**src/rtl/dtp_pkg.sv**
```systemverilog
package dtp_pkg;
  // trace status codes
  localparam logic [3:0] PST_ZERO   = 4'h0;
  localparam logic [3:0] PST_RST_C  = 4'hc;
  localparam logic [3:0] PST_RST_D  = 4'hd;
  localparam logic [3:0] PST_HALTED = 4'hf;
  localparam logic [1:0] PST_MARK   = 2'b10;
  // register byte offsets
  localparam logic [7:0] ADR_CTRL = 8'h00;
  localparam logic [7:0] ADR_STAT = 8'h04;
  localparam logic [7:0] ADR_RXD  = 8'h08;
  localparam logic [7:0] ADR_TXD  = 8'h0c;
  // serial frame, commands and capture queue depth
  localparam int          SER_BITS = 16;
  localparam logic [15:0] CMD_HALT = 16'h0a5a;
  localparam logic [15:0] CMD_GO   = 16'h0c3c;
  localparam int          FIFO_DEPTH = 2;

  typedef struct packed {
    logic        capture;
    logic        quiesce;
    logic        redirect;
  } dtp_ctrl_t;

  typedef struct packed {
    logic [31:0] data;
    logic [1:0]  size;   // bytes minus one
  } dtp_entry_t;

  typedef struct packed {
    logic [3:0]  status;
    logic [3:0]  data;
  } dtp_trace_t;

  typedef enum logic {
    TR_IDLE = 1'b0,
    TR_DATA = 1'b1
  } dtp_tr_t;
endpackage
```
**src/rtl/dtp_debug_port.sv**
```systemverilog
// Our own choices: the Wishbone slave port and the address map.
`timescale 1ns/100ps
module dtp_debug_port (
  input  wire logic              SYS_CLK_IN,      // 40 MHz
  input  wire logic              RST_IN,          // async, high
  input  wire logic              WB_CYC_IN,       // bus cycle
  input  wire logic              WB_STB_IN,       // bus strobe
  input  wire logic              WB_WE_IN,        // write
  input  wire logic [7:0]        WB_ADR_IN,       // byte address
  input  wire logic [3:0]        WB_SEL_IN,       // byte lanes
  input  wire logic [31:0]       WB_DAT_IN,       // write data
  output logic      [31:0]       WB_DAT_OUT,      // read data
  output logic                   WB_ACK_OUT,      // acknowledge
  input  wire logic              SER_CLK_IN,      // debug_serial_clock
  input  wire logic              SER_IN,          // serial data in
  output logic                   SER_OUT,         // debug_serial_out
  input  wire logic              BREAK_IN,        // manual_break_request
  output logic                   TRACE_CLK_OUT,   // trace_clock
  output dtp_pkg::dtp_trace_t    TRACE_OUT,       // status, data
  input  wire logic [3:0]        CORE_STATUS_IN,  // pipeline status
  input  wire logic              CORE_DONE_IN,    // instruction completes
  input  wire logic              CORE_WDD_IN,     // write-debug-data pulse
  input  wire logic              CORE_BRANCH_IN,  // branch target pulse
  input  wire logic [31:0]       CORE_OPERAND_IN, // operand or address
  input  wire logic [1:0]        CORE_SIZE_IN,    // bytes minus one
  input  wire logic [3:0]        HW_BRK_STAT_IN,  // breakpoint status
  output logic                   CORE_HALT_OUT,   // halted
  output logic                   CORE_IRQ_OUT,    // debug interrupt pulse
  output logic                   CORE_STALL_OUT   // capture full
);
  import dtp_pkg::*;

  //////////////////////////////////////////////////////////////////////
  dtp_ctrl_t         ctrl;
  logic [15:0]       rx_word;
  logic [15:0]       tx_word;
  logic              rx_valid;
  logic              frame_done;
  logic              bus_req;
  logic              rd_rx;
  logic              trace_run;

  assign bus_req = WB_CYC_IN && WB_STB_IN && !WB_ACK_OUT;
  assign rd_rx   = bus_req && !WB_WE_IN && WB_ADR_IN == ADR_RXD;

  always_ff @(posedge SYS_CLK_IN or posedge RST_IN) begin
    if (RST_IN) begin
      WB_ACK_OUT <= 1'b0;
      WB_DAT_OUT <= 32'h0;
    end else begin
      WB_ACK_OUT <= bus_req;
      WB_DAT_OUT <= 32'h0;
      if (bus_req && !WB_WE_IN) begin
        unique case (WB_ADR_IN)
          ADR_CTRL: WB_DAT_OUT <= {29'h0, ctrl};
          ADR_STAT: WB_DAT_OUT <= {28'h0, CORE_STALL_OUT, rx_valid,
                                   trace_run, CORE_HALT_OUT};
          ADR_RXD:  WB_DAT_OUT <= {16'h0, rx_word};
          ADR_TXD:  WB_DAT_OUT <= {16'h0, tx_word};
          default:  WB_DAT_OUT <= 32'h0;
        endcase
      end
    end
  end

  always_ff @(posedge SYS_CLK_IN or posedge RST_IN) begin
    if (RST_IN) begin
      ctrl    <= '0;
      tx_word <= 16'h0;
    end else if (bus_req && WB_WE_IN) begin
      if (WB_ADR_IN == ADR_CTRL && WB_SEL_IN[0])
        ctrl <= WB_DAT_IN[2:0];
      if (WB_ADR_IN == ADR_TXD && WB_SEL_IN[0])
        tx_word[7:0] <= WB_DAT_IN[7:0];
      if (WB_ADR_IN == ADR_TXD && WB_SEL_IN[1])
        tx_word[15:8] <= WB_DAT_IN[15:8];
    end
  end

  // a frame landing in the read cycle keeps the flag set
  always_ff @(posedge SYS_CLK_IN or posedge RST_IN) begin
    if (RST_IN)
      rx_valid <= 1'b0;
    else if (frame_done)
      rx_valid <= 1'b1;
    else if (rd_rx)
      rx_valid <= 1'b0;
  end

  //////////////////////////////////////////////////////////////////////
  // serial channel; works whether or not the core is halted
  logic [2:0]  sclk_sync;
  logic [1:0]  sin_sync;
  logic        sclk_lvl;
  logic        ser_edge;
  logic [15:0] rx_shift;
  logic [15:0] tx_shift;
  logic [4:0]  bit_cnt;

  always_ff @(posedge SYS_CLK_IN or posedge RST_IN) begin
    if (RST_IN) begin
      sclk_sync <= 3'h0;
      sin_sync  <= 2'h0;
    end else begin
      sclk_sync <= {sclk_sync[1:0], SER_CLK_IN};
      sin_sync  <= {sin_sync[0], SER_IN};
    end
  end

  // a level counts only when two stages past the first agree
  always_ff @(posedge SYS_CLK_IN or posedge RST_IN) begin
    if (RST_IN)
      sclk_lvl <= 1'b0;
    else if (sclk_sync[2] == sclk_sync[1])
      sclk_lvl <= sclk_sync[2];
  end
  assign ser_edge = !sclk_lvl && sclk_sync[2] && sclk_sync[1];
  always_ff @(posedge SYS_CLK_IN or posedge RST_IN) begin
    if (RST_IN) begin
      rx_shift   <= 16'h0;
      tx_shift   <= 16'h0;
      bit_cnt    <= 5'h0;
      SER_OUT    <= 1'b0;
      rx_word    <= 16'h0;
      frame_done <= 1'b0;
    end else begin
      frame_done <= 1'b0;
      if (ser_edge) begin
        rx_shift <= {rx_shift[14:0], sin_sync[1]};
        SER_OUT  <= tx_shift[15];
        tx_shift <= {tx_shift[14:0], 1'b0};
        bit_cnt  <= bit_cnt + 5'h1;
        if (bit_cnt == 5'(SER_BITS - 1)) begin
          bit_cnt    <= 5'h0;
          rx_word    <= {rx_shift[14:0], sin_sync[1]};
          tx_shift   <= tx_word;
          frame_done <= 1'b1;
        end
      end
    end
  end

  //////////////////////////////////////////////////////////////////////
  // manual break and halt
  logic [1:0] brk_sync;
  logic       brk_last;
  logic       brk_edge;
  logic       halt_pend;

  always_ff @(posedge SYS_CLK_IN or posedge RST_IN) begin
    if (RST_IN) begin
      brk_sync <= 2'h0;
      brk_last <= 1'b0;
    end else begin
      brk_sync <= {brk_sync[0], BREAK_IN};
      brk_last <= brk_sync[1];
    end
  end
  assign brk_edge = brk_sync[1] && !brk_last;
  always_ff @(posedge SYS_CLK_IN or posedge RST_IN) begin
    if (RST_IN) begin
      halt_pend     <= 1'b0;
      CORE_HALT_OUT <= 1'b0;
      CORE_IRQ_OUT  <= 1'b0;
    end else begin
      CORE_IRQ_OUT <= brk_edge && ctrl.redirect;
      if (brk_edge && !ctrl.redirect && !CORE_HALT_OUT)
        halt_pend <= 1'b1;
      if (frame_done && rx_word == CMD_HALT)
        halt_pend <= 1'b1;
      if (halt_pend && CORE_DONE_IN) begin
        halt_pend     <= 1'b0;
        CORE_HALT_OUT <= 1'b1;
      end
      if (frame_done && rx_word == CMD_GO)
        CORE_HALT_OUT <= 1'b0;
    end
  end

  //////////////////////////////////////////////////////////////////////
  // two-entry capture queue
  dtp_entry_t fifo [FIFO_DEPTH];
  logic       wr_ptr;
  logic       rd_ptr;
  logic [1:0] fifo_cnt;
  logic       push;
  logic       pop;
  logic [1:0] next_cnt;

  assign push = (CORE_WDD_IN || (CORE_BRANCH_IN && ctrl.capture))
                && fifo_cnt != 2'(FIFO_DEPTH);
  assign next_cnt = fifo_cnt + 2'(push) - 2'(pop);

  always_ff @(posedge SYS_CLK_IN or posedge RST_IN) begin
    if (RST_IN) begin
      wr_ptr         <= 1'b0;
      rd_ptr         <= 1'b0;
      fifo_cnt       <= 2'h0;
      CORE_STALL_OUT <= 1'b0;
    end else begin
      if (push)
        wr_ptr <= !wr_ptr;
      if (pop)
        rd_ptr <= !rd_ptr;
      fifo_cnt       <= next_cnt;
      CORE_STALL_OUT <= next_cnt == 2'(FIFO_DEPTH);
    end
  end

  always_ff @(posedge SYS_CLK_IN) begin
    if (push)
      fifo[wr_ptr] <= '{data: CORE_OPERAND_IN, size: CORE_SIZE_IN};
  end

  //////////////////////////////////////////////////////////////////////
  // trace port: two clocks a trace cycle so its clock rises mid-window
  logic       phase;
  logic       te;
  dtp_tr_t    tr_state;
  logic [2:0] nib;
  dtp_entry_t head;

  assign head = fifo[rd_ptr];
  assign te   = trace_run && !ctrl.quiesce && !phase;
  assign pop  = te && !CORE_HALT_OUT && tr_state == TR_DATA
                && nib == {head.size, 1'b1};

  always_ff @(posedge SYS_CLK_IN or posedge RST_IN) begin
    if (RST_IN) begin
      phase     <= 1'b0;
      trace_run <= 1'b0;
    end else begin
      phase <= !phase;
      if (CORE_STATUS_IN == PST_RST_C || CORE_STATUS_IN == PST_RST_D
          || CORE_STATUS_IN == PST_HALTED || CORE_HALT_OUT)
        trace_run <= 1'b1;
    end
  end

  always_ff @(posedge SYS_CLK_IN or posedge RST_IN) begin
    if (RST_IN)
      TRACE_CLK_OUT <= 1'b0;
    else if (trace_run && !ctrl.quiesce)
      TRACE_CLK_OUT <= phase;
  end

  // quiesce only stops the trace; break and halt logic run on
  always_ff @(posedge SYS_CLK_IN or posedge RST_IN) begin
    if (RST_IN) begin
      TRACE_OUT <= '0;
      tr_state  <= TR_IDLE;
      nib       <= 3'h0;
    end else if (te) begin
      TRACE_OUT.status <= CORE_STATUS_IN;
      TRACE_OUT.data   <= HW_BRK_STAT_IN;
      if (CORE_HALT_OUT) begin
        TRACE_OUT.status <= PST_HALTED;
      end else begin
        unique case (tr_state)
          TR_IDLE: begin
            if (fifo_cnt != 2'h0) begin
              TRACE_OUT.status <= {PST_MARK, head.size};
              nib      <= 3'h0;
              tr_state <= TR_DATA;
            end
          end
          TR_DATA: begin
            TRACE_OUT.data <= head.data[{nib, 2'b00} +: 4];
            nib            <= nib + 3'h1;
            if (pop)
              tr_state <= TR_IDLE;
          end
        endcase
      end
    end
  end
endmodule

```
**config.mk**
```make
export PLATFORM = sky130hd
export DESIGN_NAME = dtp_debug_port
export DESIGN_NICKNAME = d
export VERILOG_FILES = /design/src/rtl/dtp_pkg.sv /design/src/rtl/dtp_debug_port.sv
export SDC_FILE = /design/constraint.sdc
export NUM_CORES = 1
export LEC_CHECK = 0
export BUFFER_PORTS_ARGS = -buffer_cell sky130_fd_sc_hd__buf_4
export CORE_ASPECT_RATIO = 0.75
export CORE_MARGIN = 8
export CORE_UTILIZATION = 55
export DETAILED_ROUTE_END_ITERATION = 6
export GPL_ROUTABILITY_DRIVEN = 0
export MAX_ROUTING_LAYER = met4
export PLACE_DENSITY = 0.78
export SETUP_SLACK_MARGIN = 0.05
export SYNTH_ARGS = -nofsm -noshare
export SYNTH_HDL_FRONTEND = slang
export SYNTH_SLANG_ARGS = --single-unit
```
**constraint.sdc**
```tcl
create_clock -name SYS_CLK_IN -period 5.1 [get_ports SYS_CLK_IN]
set_input_delay 0.51 -clock SYS_CLK_IN [delete_from_list [all_inputs] [get_ports SYS_CLK_IN]]
set_output_delay 0.51 -clock SYS_CLK_IN [all_outputs]
set_load 0.01 [all_outputs]
```
# Word level (Yosys, flattened, before mapping)
# Memories as Yosys holds them, arrays and structs flattened.
# Index checks and enable logic that the tools add are counted.
[word_totals]
memories = 1
reg_bits = 139
mem_bits_ro = 0
latch_bits = 0
output_inout_bits = 46
inputBits = 97
word_cells = 129
ramBits = 68
[mem_list]
columns = ["name", "depth", "width", "read_ports", "rd_ports_with_merged_regs", "write_ports", "line", "text"]
rows = [
  ["fifo", 2, 34, 1, 0, 1, "dtp_debug_port.sv:182", "dtp_entry_t fifo [FIFO_DEPTH];"],
]
[op_classes]
muxes = 25
n_shift = 1
n_addsub = 4
mul = 0
n_div = 0
bitwise = 2
magnitude_cmp = 0
n_eq_ne = 14
n_reduce_logical = 49
[op_table]
columns = ["operator", "n"]
rows = [
  ["16-bit one-hot mux with 4 select lines", 1],
  ["16-bit by 12-bit equality test with 1-bit output, second input constant", 2],
  ["32-bit two-way mux", 1],
  ["32-bit by 6-bit indexed part select with 4-bit output", 1],
  ["1-bit logical AND", 24],
  ["4-bit two-way mux", 5],
  ["8-bit by 4-bit equality test with 1-bit output, second input constant", 2],
  ["16-bit two-way mux", 1],
  ["1-bit two-way mux", 13],
  ["4-bit equality test, second input constant", 3],
  ["1-bit zero test", 10],
  ["2-bit AND reduction", 5],
  ["8-bit by 3-bit equality test with 1-bit output, second input constant", 1],
  ["8-bit zero test", 1],
  ["3-bit one-hot mux with 2 select lines", 1],
  ["2-bit nonzero test", 3],
  ["5-bit by 1-bit adder with 5-bit output, second input constant", 1],
  ["5-bit by 4-bit equality test with 1-bit output, second input constant", 1],
  ["5-bit two-way mux", 1],
  ["1-bit logical OR", 4],
  ["2-bit inequality test, second input constant", 2],
  ["3-bit by 1-bit adder with 3-bit output, second input constant", 1],
  ["3-bit equality test", 1],
  ["3-bit two-way mux", 1],
  ["other kinds (8)", 9],
]

# Depth between registers and ports, before layout
[depth]
depth_word = 8
depth_mapped = 9
depth_no_buf = 8

# Worst setup path before layout
# OpenSTA, ideal clock, no wires.
[synth_path]
path_type = "input to register"
start = "input port CORE_BRANCH_IN"
end = "memory fifo[0][0] (netlist bit), enable pin"
n_path_buf = 0
setup_time_ps = 429
setup_slack_ps = 2185
path_stages = 3
t_arrival_ps = 2486
cell_sequence = "a21oi_1 > a21oi_1 > nor2b_1"
[synth_between]
elab_chain_cells = 5
[synth_rtl]
columns = ["element", "line", "text"]
rows = [
  ["start, declared", "dtp_debug_port.sv:23", "input wire logic CORE_BRANCH_IN,"],
  ["1-bit logical AND", "dtp_debug_port.sv:190", "assign push = (CORE_WDD_IN || (CORE_BRANCH_IN && ctrl.capture))"],
  ["1-bit logical OR", "dtp_debug_port.sv:190", ""],
  ["1-bit logical AND", "dtp_debug_port.sv:191", "&& fifo_cnt != 2'(FIFO_DEPTH);"],
  ["1-bit two-way mux", "dtp_debug_port.sv:211", "if (push)"],
  ["1-bit two-way mux (implied by the code)", "dtp_debug_port.sv:212", "fifo[wr_ptr] <= '{data: CORE_OPERAND_IN, size: CORE_SIZE_IN};"],
  ["end, declared", "dtp_debug_port.sv:182", ""],
]
# No other way between the ends.

# Worst setup path in the final report
[layout_path]
start = "register ctrl[1] (netlist bit)"
end = "register CORE_STALL_OUT"
[layout_between]
elab_chain_cells = 8
[layout_rtl]
columns = ["element", "line", "text"]
rows = [
  ["start, declared", "dtp_debug_port.sv:34", "dtp_ctrl_t ctrl;"],
  ["start signal, assigned", "dtp_debug_port.sv:72", "ctrl <= WB_DAT_IN[2:0];"],
  ["1-bit zero test", "dtp_debug_port.sv:224", "assign te = trace_run && !ctrl.quiesce && !phase;"],
  ["1-bit logical AND (2 in a row)", "dtp_debug_port.sv:224", ""],
  ["1-bit logical AND (2 in a row)", "dtp_debug_port.sv:225", "assign pop = te && !CORE_HALT_OUT && tr_state == TR_DATA"],
  ["1-bit logical AND", "dtp_debug_port.sv:226", "&& nib == {head.size, 1'b1};"],
  ["2-bit by 1-bit subtractor with 2-bit output", "dtp_debug_port.sv:192", "assign next_cnt = fifo_cnt + 2'(push) - 2'(pop);"],
  ["2-bit equality test", "dtp_debug_port.sv:206", "CORE_STALL_OUT <= next_cnt == 2'(FIFO_DEPTH);"],
  ["end signal, assigned", "dtp_debug_port.sv:206", ""],
  ["end, declared", "dtp_debug_port.sv:29", "output logic CORE_STALL_OUT"],
]
# No other way between the ends.
# A chain may end at the register's enable or synchronous reset.

==> summary.md <==
| Metric | Value |
|---|---|
| Sequential fraction of the synthesis area | 0.662 |
| Setup TNS Final | 0 ns |
| Slowest-stage cell, CP | nor3b_2 |
| Vias/cell | 5.61 |
| Layout cells sized above 1 | 0.374 |
| F_max | 361 MHz |
| Area Growth Syn to Fin | 19.3% |
| Clock Sinks | 191 |
| Synth Flop Type | dfrtp_1 |
| Crit path time final | 2.77 ns |
| Insertion delay to the later sink of the worst-skew pair | 0.43 ns |
| Synth unique cells | 54 |
| Final hold vios | 0 |
| Ys Warns | 0 |
| Max-slew headroom | 0.339 |
| Mean Syn Cell Area | 15.1 um^2 |
| CTS tree | yes |
| Hold Buf Count CTS | 0 |
| Asr flop ratio synth | 0.644 |
| Fin crit share | 0.543 |
| Drt wl/cell | 19.2 um |
| Post-Syn Area | 0.00774 mm^2 |
| Ant diodes | 0 |
| CP Class | register to register |
| Count of buffers from port buffering | 108 |
| P per Cell Area | 423 mW/mm^2 |
| Starting Density | 0.563 |
| CP Capture Type | register |
| Final net count | 723 |
| WP data arrival | 3.09 ns |
| Peak per-stage delay on the critical path | 0.61 ns |
| Final Max Tran Viols | 0 |
| Max VDD drop | 0.258 mV |
| I/O pin count | 143 |
| Initial antenna violation count | 0 |
| Critical path buffer and inverter count | 0 |
| DRC viols | 0 |
| CP delay by family, top | simple AND/OR/NAND/NOR gates |
| Clock Tree Root | clkbuf_16 |
| Mapped Cells | 513 |
| Vias in the first global route | 4780 |
| Die area | 0.0182 mm^2 |
| GRT Util Overall | 0.181 |
| Fin area | 0.00923 mm^2 |
| Largest net degree at the start of global routing | 83 |
| Min-delay worst type | input port to register |
| Max-cap violations | 0 |
| Final setup viols | 0 |
| Core area | 0.0137 mm^2 |
| Rows | 37 |
| DPL Wire Length | 11.0 mm |
| GRT overflow | 0 |
| Resized cells post-CTS | 0 |
| Final ANT Viol Nets | 0 |
| Worst Path Required | 5.42 ns |
| Global-route wire length before repair | 25.1 mm |
| # Post-CTS Setup Buffers | 0 |
| Final Skew | 0.0130 ns |
| Cell count after placement | 779 |
| DRT Wirelength | 15.6 mm |
| Htree depth | 4 |
| Placed Area | 0.00866 mm^2 |
| Pre-Repair DR Iteration Count | 4 |
| DIE HEIGHT | 119 um |
| EDFF count, synth | 68 |
| #FFs+latches synth | 191 |
| Unrepaired setup endpoints after global routing | no |
| P_leak | 4.00 nW |
| Non-Filler Instances | 811 |
| CTS buffer count | 17 |
| Status | finished clean |
| Die Span X | 153 um |
| Clock Path Buffers | 2 |
| Crit-path max FO | 9 |
| Vias | 4551 |
| Starting DRC count in detailed routing | 349 |
| Worst Tran Pin Value | 0.991 ns |
| Critical-path cell list | nor3b_2 > nand4b_1 > nor3_1 > xor2_1 > ha_1 > xnor2_1 > nor2_1 > mux2_2 |
| Util after Layout | 0.671 |
| Startpoint Class | register |
| Clock transition at the registers of the reported paths | 0.07 ns |
-- metrics by stage --
step,hold slack [ns],worst slack (ns),power (W)
3_3_place_gp,0.340,2.51,0.00260
6_report,0.188,2.33,0.00390
3_5_place_dp,0.336,2.37,0.00265
4_1_cts,0.174,2.33,0.00393
5_1_grt,0.167,2.17,0.00407
2_1_floorplan,0.331,1.32,0.00243
-- path summary, 6_finish.rpt --
kind,slack [ns],cells past startpoint,to,start
worst max-delay path,2.33,8,CORE_STALL_OUT,ctrl[1]
worst min-delay path,0.19,1,sclk_sync[0],SER_CLK_IN
worst max register to register,2.33,8,CORE_STALL_OUT,ctrl[1]
worst min register to register,0.35,0,brk_sync[1],brk_sync[0]
max in group asynchronous,3.69,3,tx_shift[15],RST_IN
min in group asynchronous,0.32,2,TRACE_OUT[6],RST_IN
-- synth_stat cells (3+ instances only) --
cell type / count / share of area
nor2b_1: 8 / 0.0065
nor2_1: 32 / 0.016
inv_1: 3 / 0.0015
ha_1: 3 / 0.0049
mux2i_1: 17 / 0.022
buf_2: 6 / 0.0039
buf_4: 18 / 0.017
dfrtp_1: 123 / 0.40
edfxtp_1: 68 / 0.26
nand2b_1: 4 / 0.0032
a21oi_1: 12 / 0.0078
nand4b_1: 3 / 0.0034
a22oi_1: 17 / 0.016
nor4bb_1: 3 / 0.0039
mux4_2: 19 / 0.055
clkbuf_1: 13 / 0.0063
mux2_4: 3 / 0.0058
nor4b_1: 3 / 0.0034
nand2_1: 29 / 0.014
xor2_1: 3 / 0.0034
nor3_1: 3 / 0.0019
a31o_2: 4 / 0.0045
mux2_2: 52 / 0.076
o21ai_0: 22 / 0.014
nand3_1: 6 / 0.0039
xnor2_1: 5 / 0.0057
-- flip-flops by register name (all words and copies together), names as in the netlist, 3 cells and up --
signal and cells:
ctrl 3, fifo 68, bit_cnt 5, sclk_sync 3
WB_DAT_OUT 16, rx_shift 15, tx_word 16, rx_word 16
TRACE_OUT 8, nib 3, tx_shift 16
-- logic make-up after synthesis --
family | count (synthesis) | synth area share
multiplexers | 91 | 0.159
AND/OR/NAND/NOR | 110 | 0.0787
buffers and inverters | 41 | 0.0296
flip-flops | 191 | 0.662
AO/OA/AOI/OAI | 67 | 0.0556
XOR/XNOR | 8 | 0.00905
adder cells (fa/ha/maj) | 4 | 0.00614
other | 1 | 0.000485
-- placed cells by master, fill, tap and decap left out, types with 6 or more instances in the layout --
cell,synthesis,routed
mux2i_1,17,17
inv_6,0,7
a21oi_1,12,12
buf_4,18,114
a22oi_1,17,17
dfrtp_1,123,123
clkbuf_16,0,17
mux4_2,19,19
nand3_1,6,6
nor2_1,32,32
edfxtp_1,68,68
o21ai_0,22,22
nand2_1,29,29
nor2b_1,8,7
mux2_2,52,52
conb_1,1,16
-- worst register-to-register path, stage by stage (launching register included) --
cell and delay [ns]:
dfrtp_1 0.42, nor3b_2 0.61, nand4b_1 0.24, nor3_1 0.42, xor2_1 0.14, ha_1 0.23
xnor2_1 0.28, nor2_1 0.07, mux2_2 0.26
-- power by group --
group          internal, W  total [W]  leakage (nW)  switching (W)
logic             0.000309   0.000622          1.48       0.000313
clock network     0.000687    0.00129         0.266       0.000599
registers          0.00184    0.00199          2.25       0.000155
total              0.00283    0.00390          4.00        0.00107
-- final cells by class --
| cell class | count | area, um^2 |
|---|---|---|
| Clock buffer | 17 | 425 |
| Tap cell | 175 | 219 |
| Multi-Input combinational cell | 296 | 2450 |
| Clock inverter | 15 | 146 |
| Timing Repair Buffer | 114 | 856 |
| Sequential cell | 191 | 5120 |
| Inverter | 3 | 13.8 |
| Fill cell | 940 | 4520 |
-- routing by layer --
metal	track usage	up-vias	part of all wire
met1	0.239	2319	0.47
li1	-	2083	-
met3	0.0495	14	0.053
met2	0.272	135	0.47
met4	0.0524	0	0.0097
met5	-	-	0
Note: power is estimated with default switching activity, not from simulation.
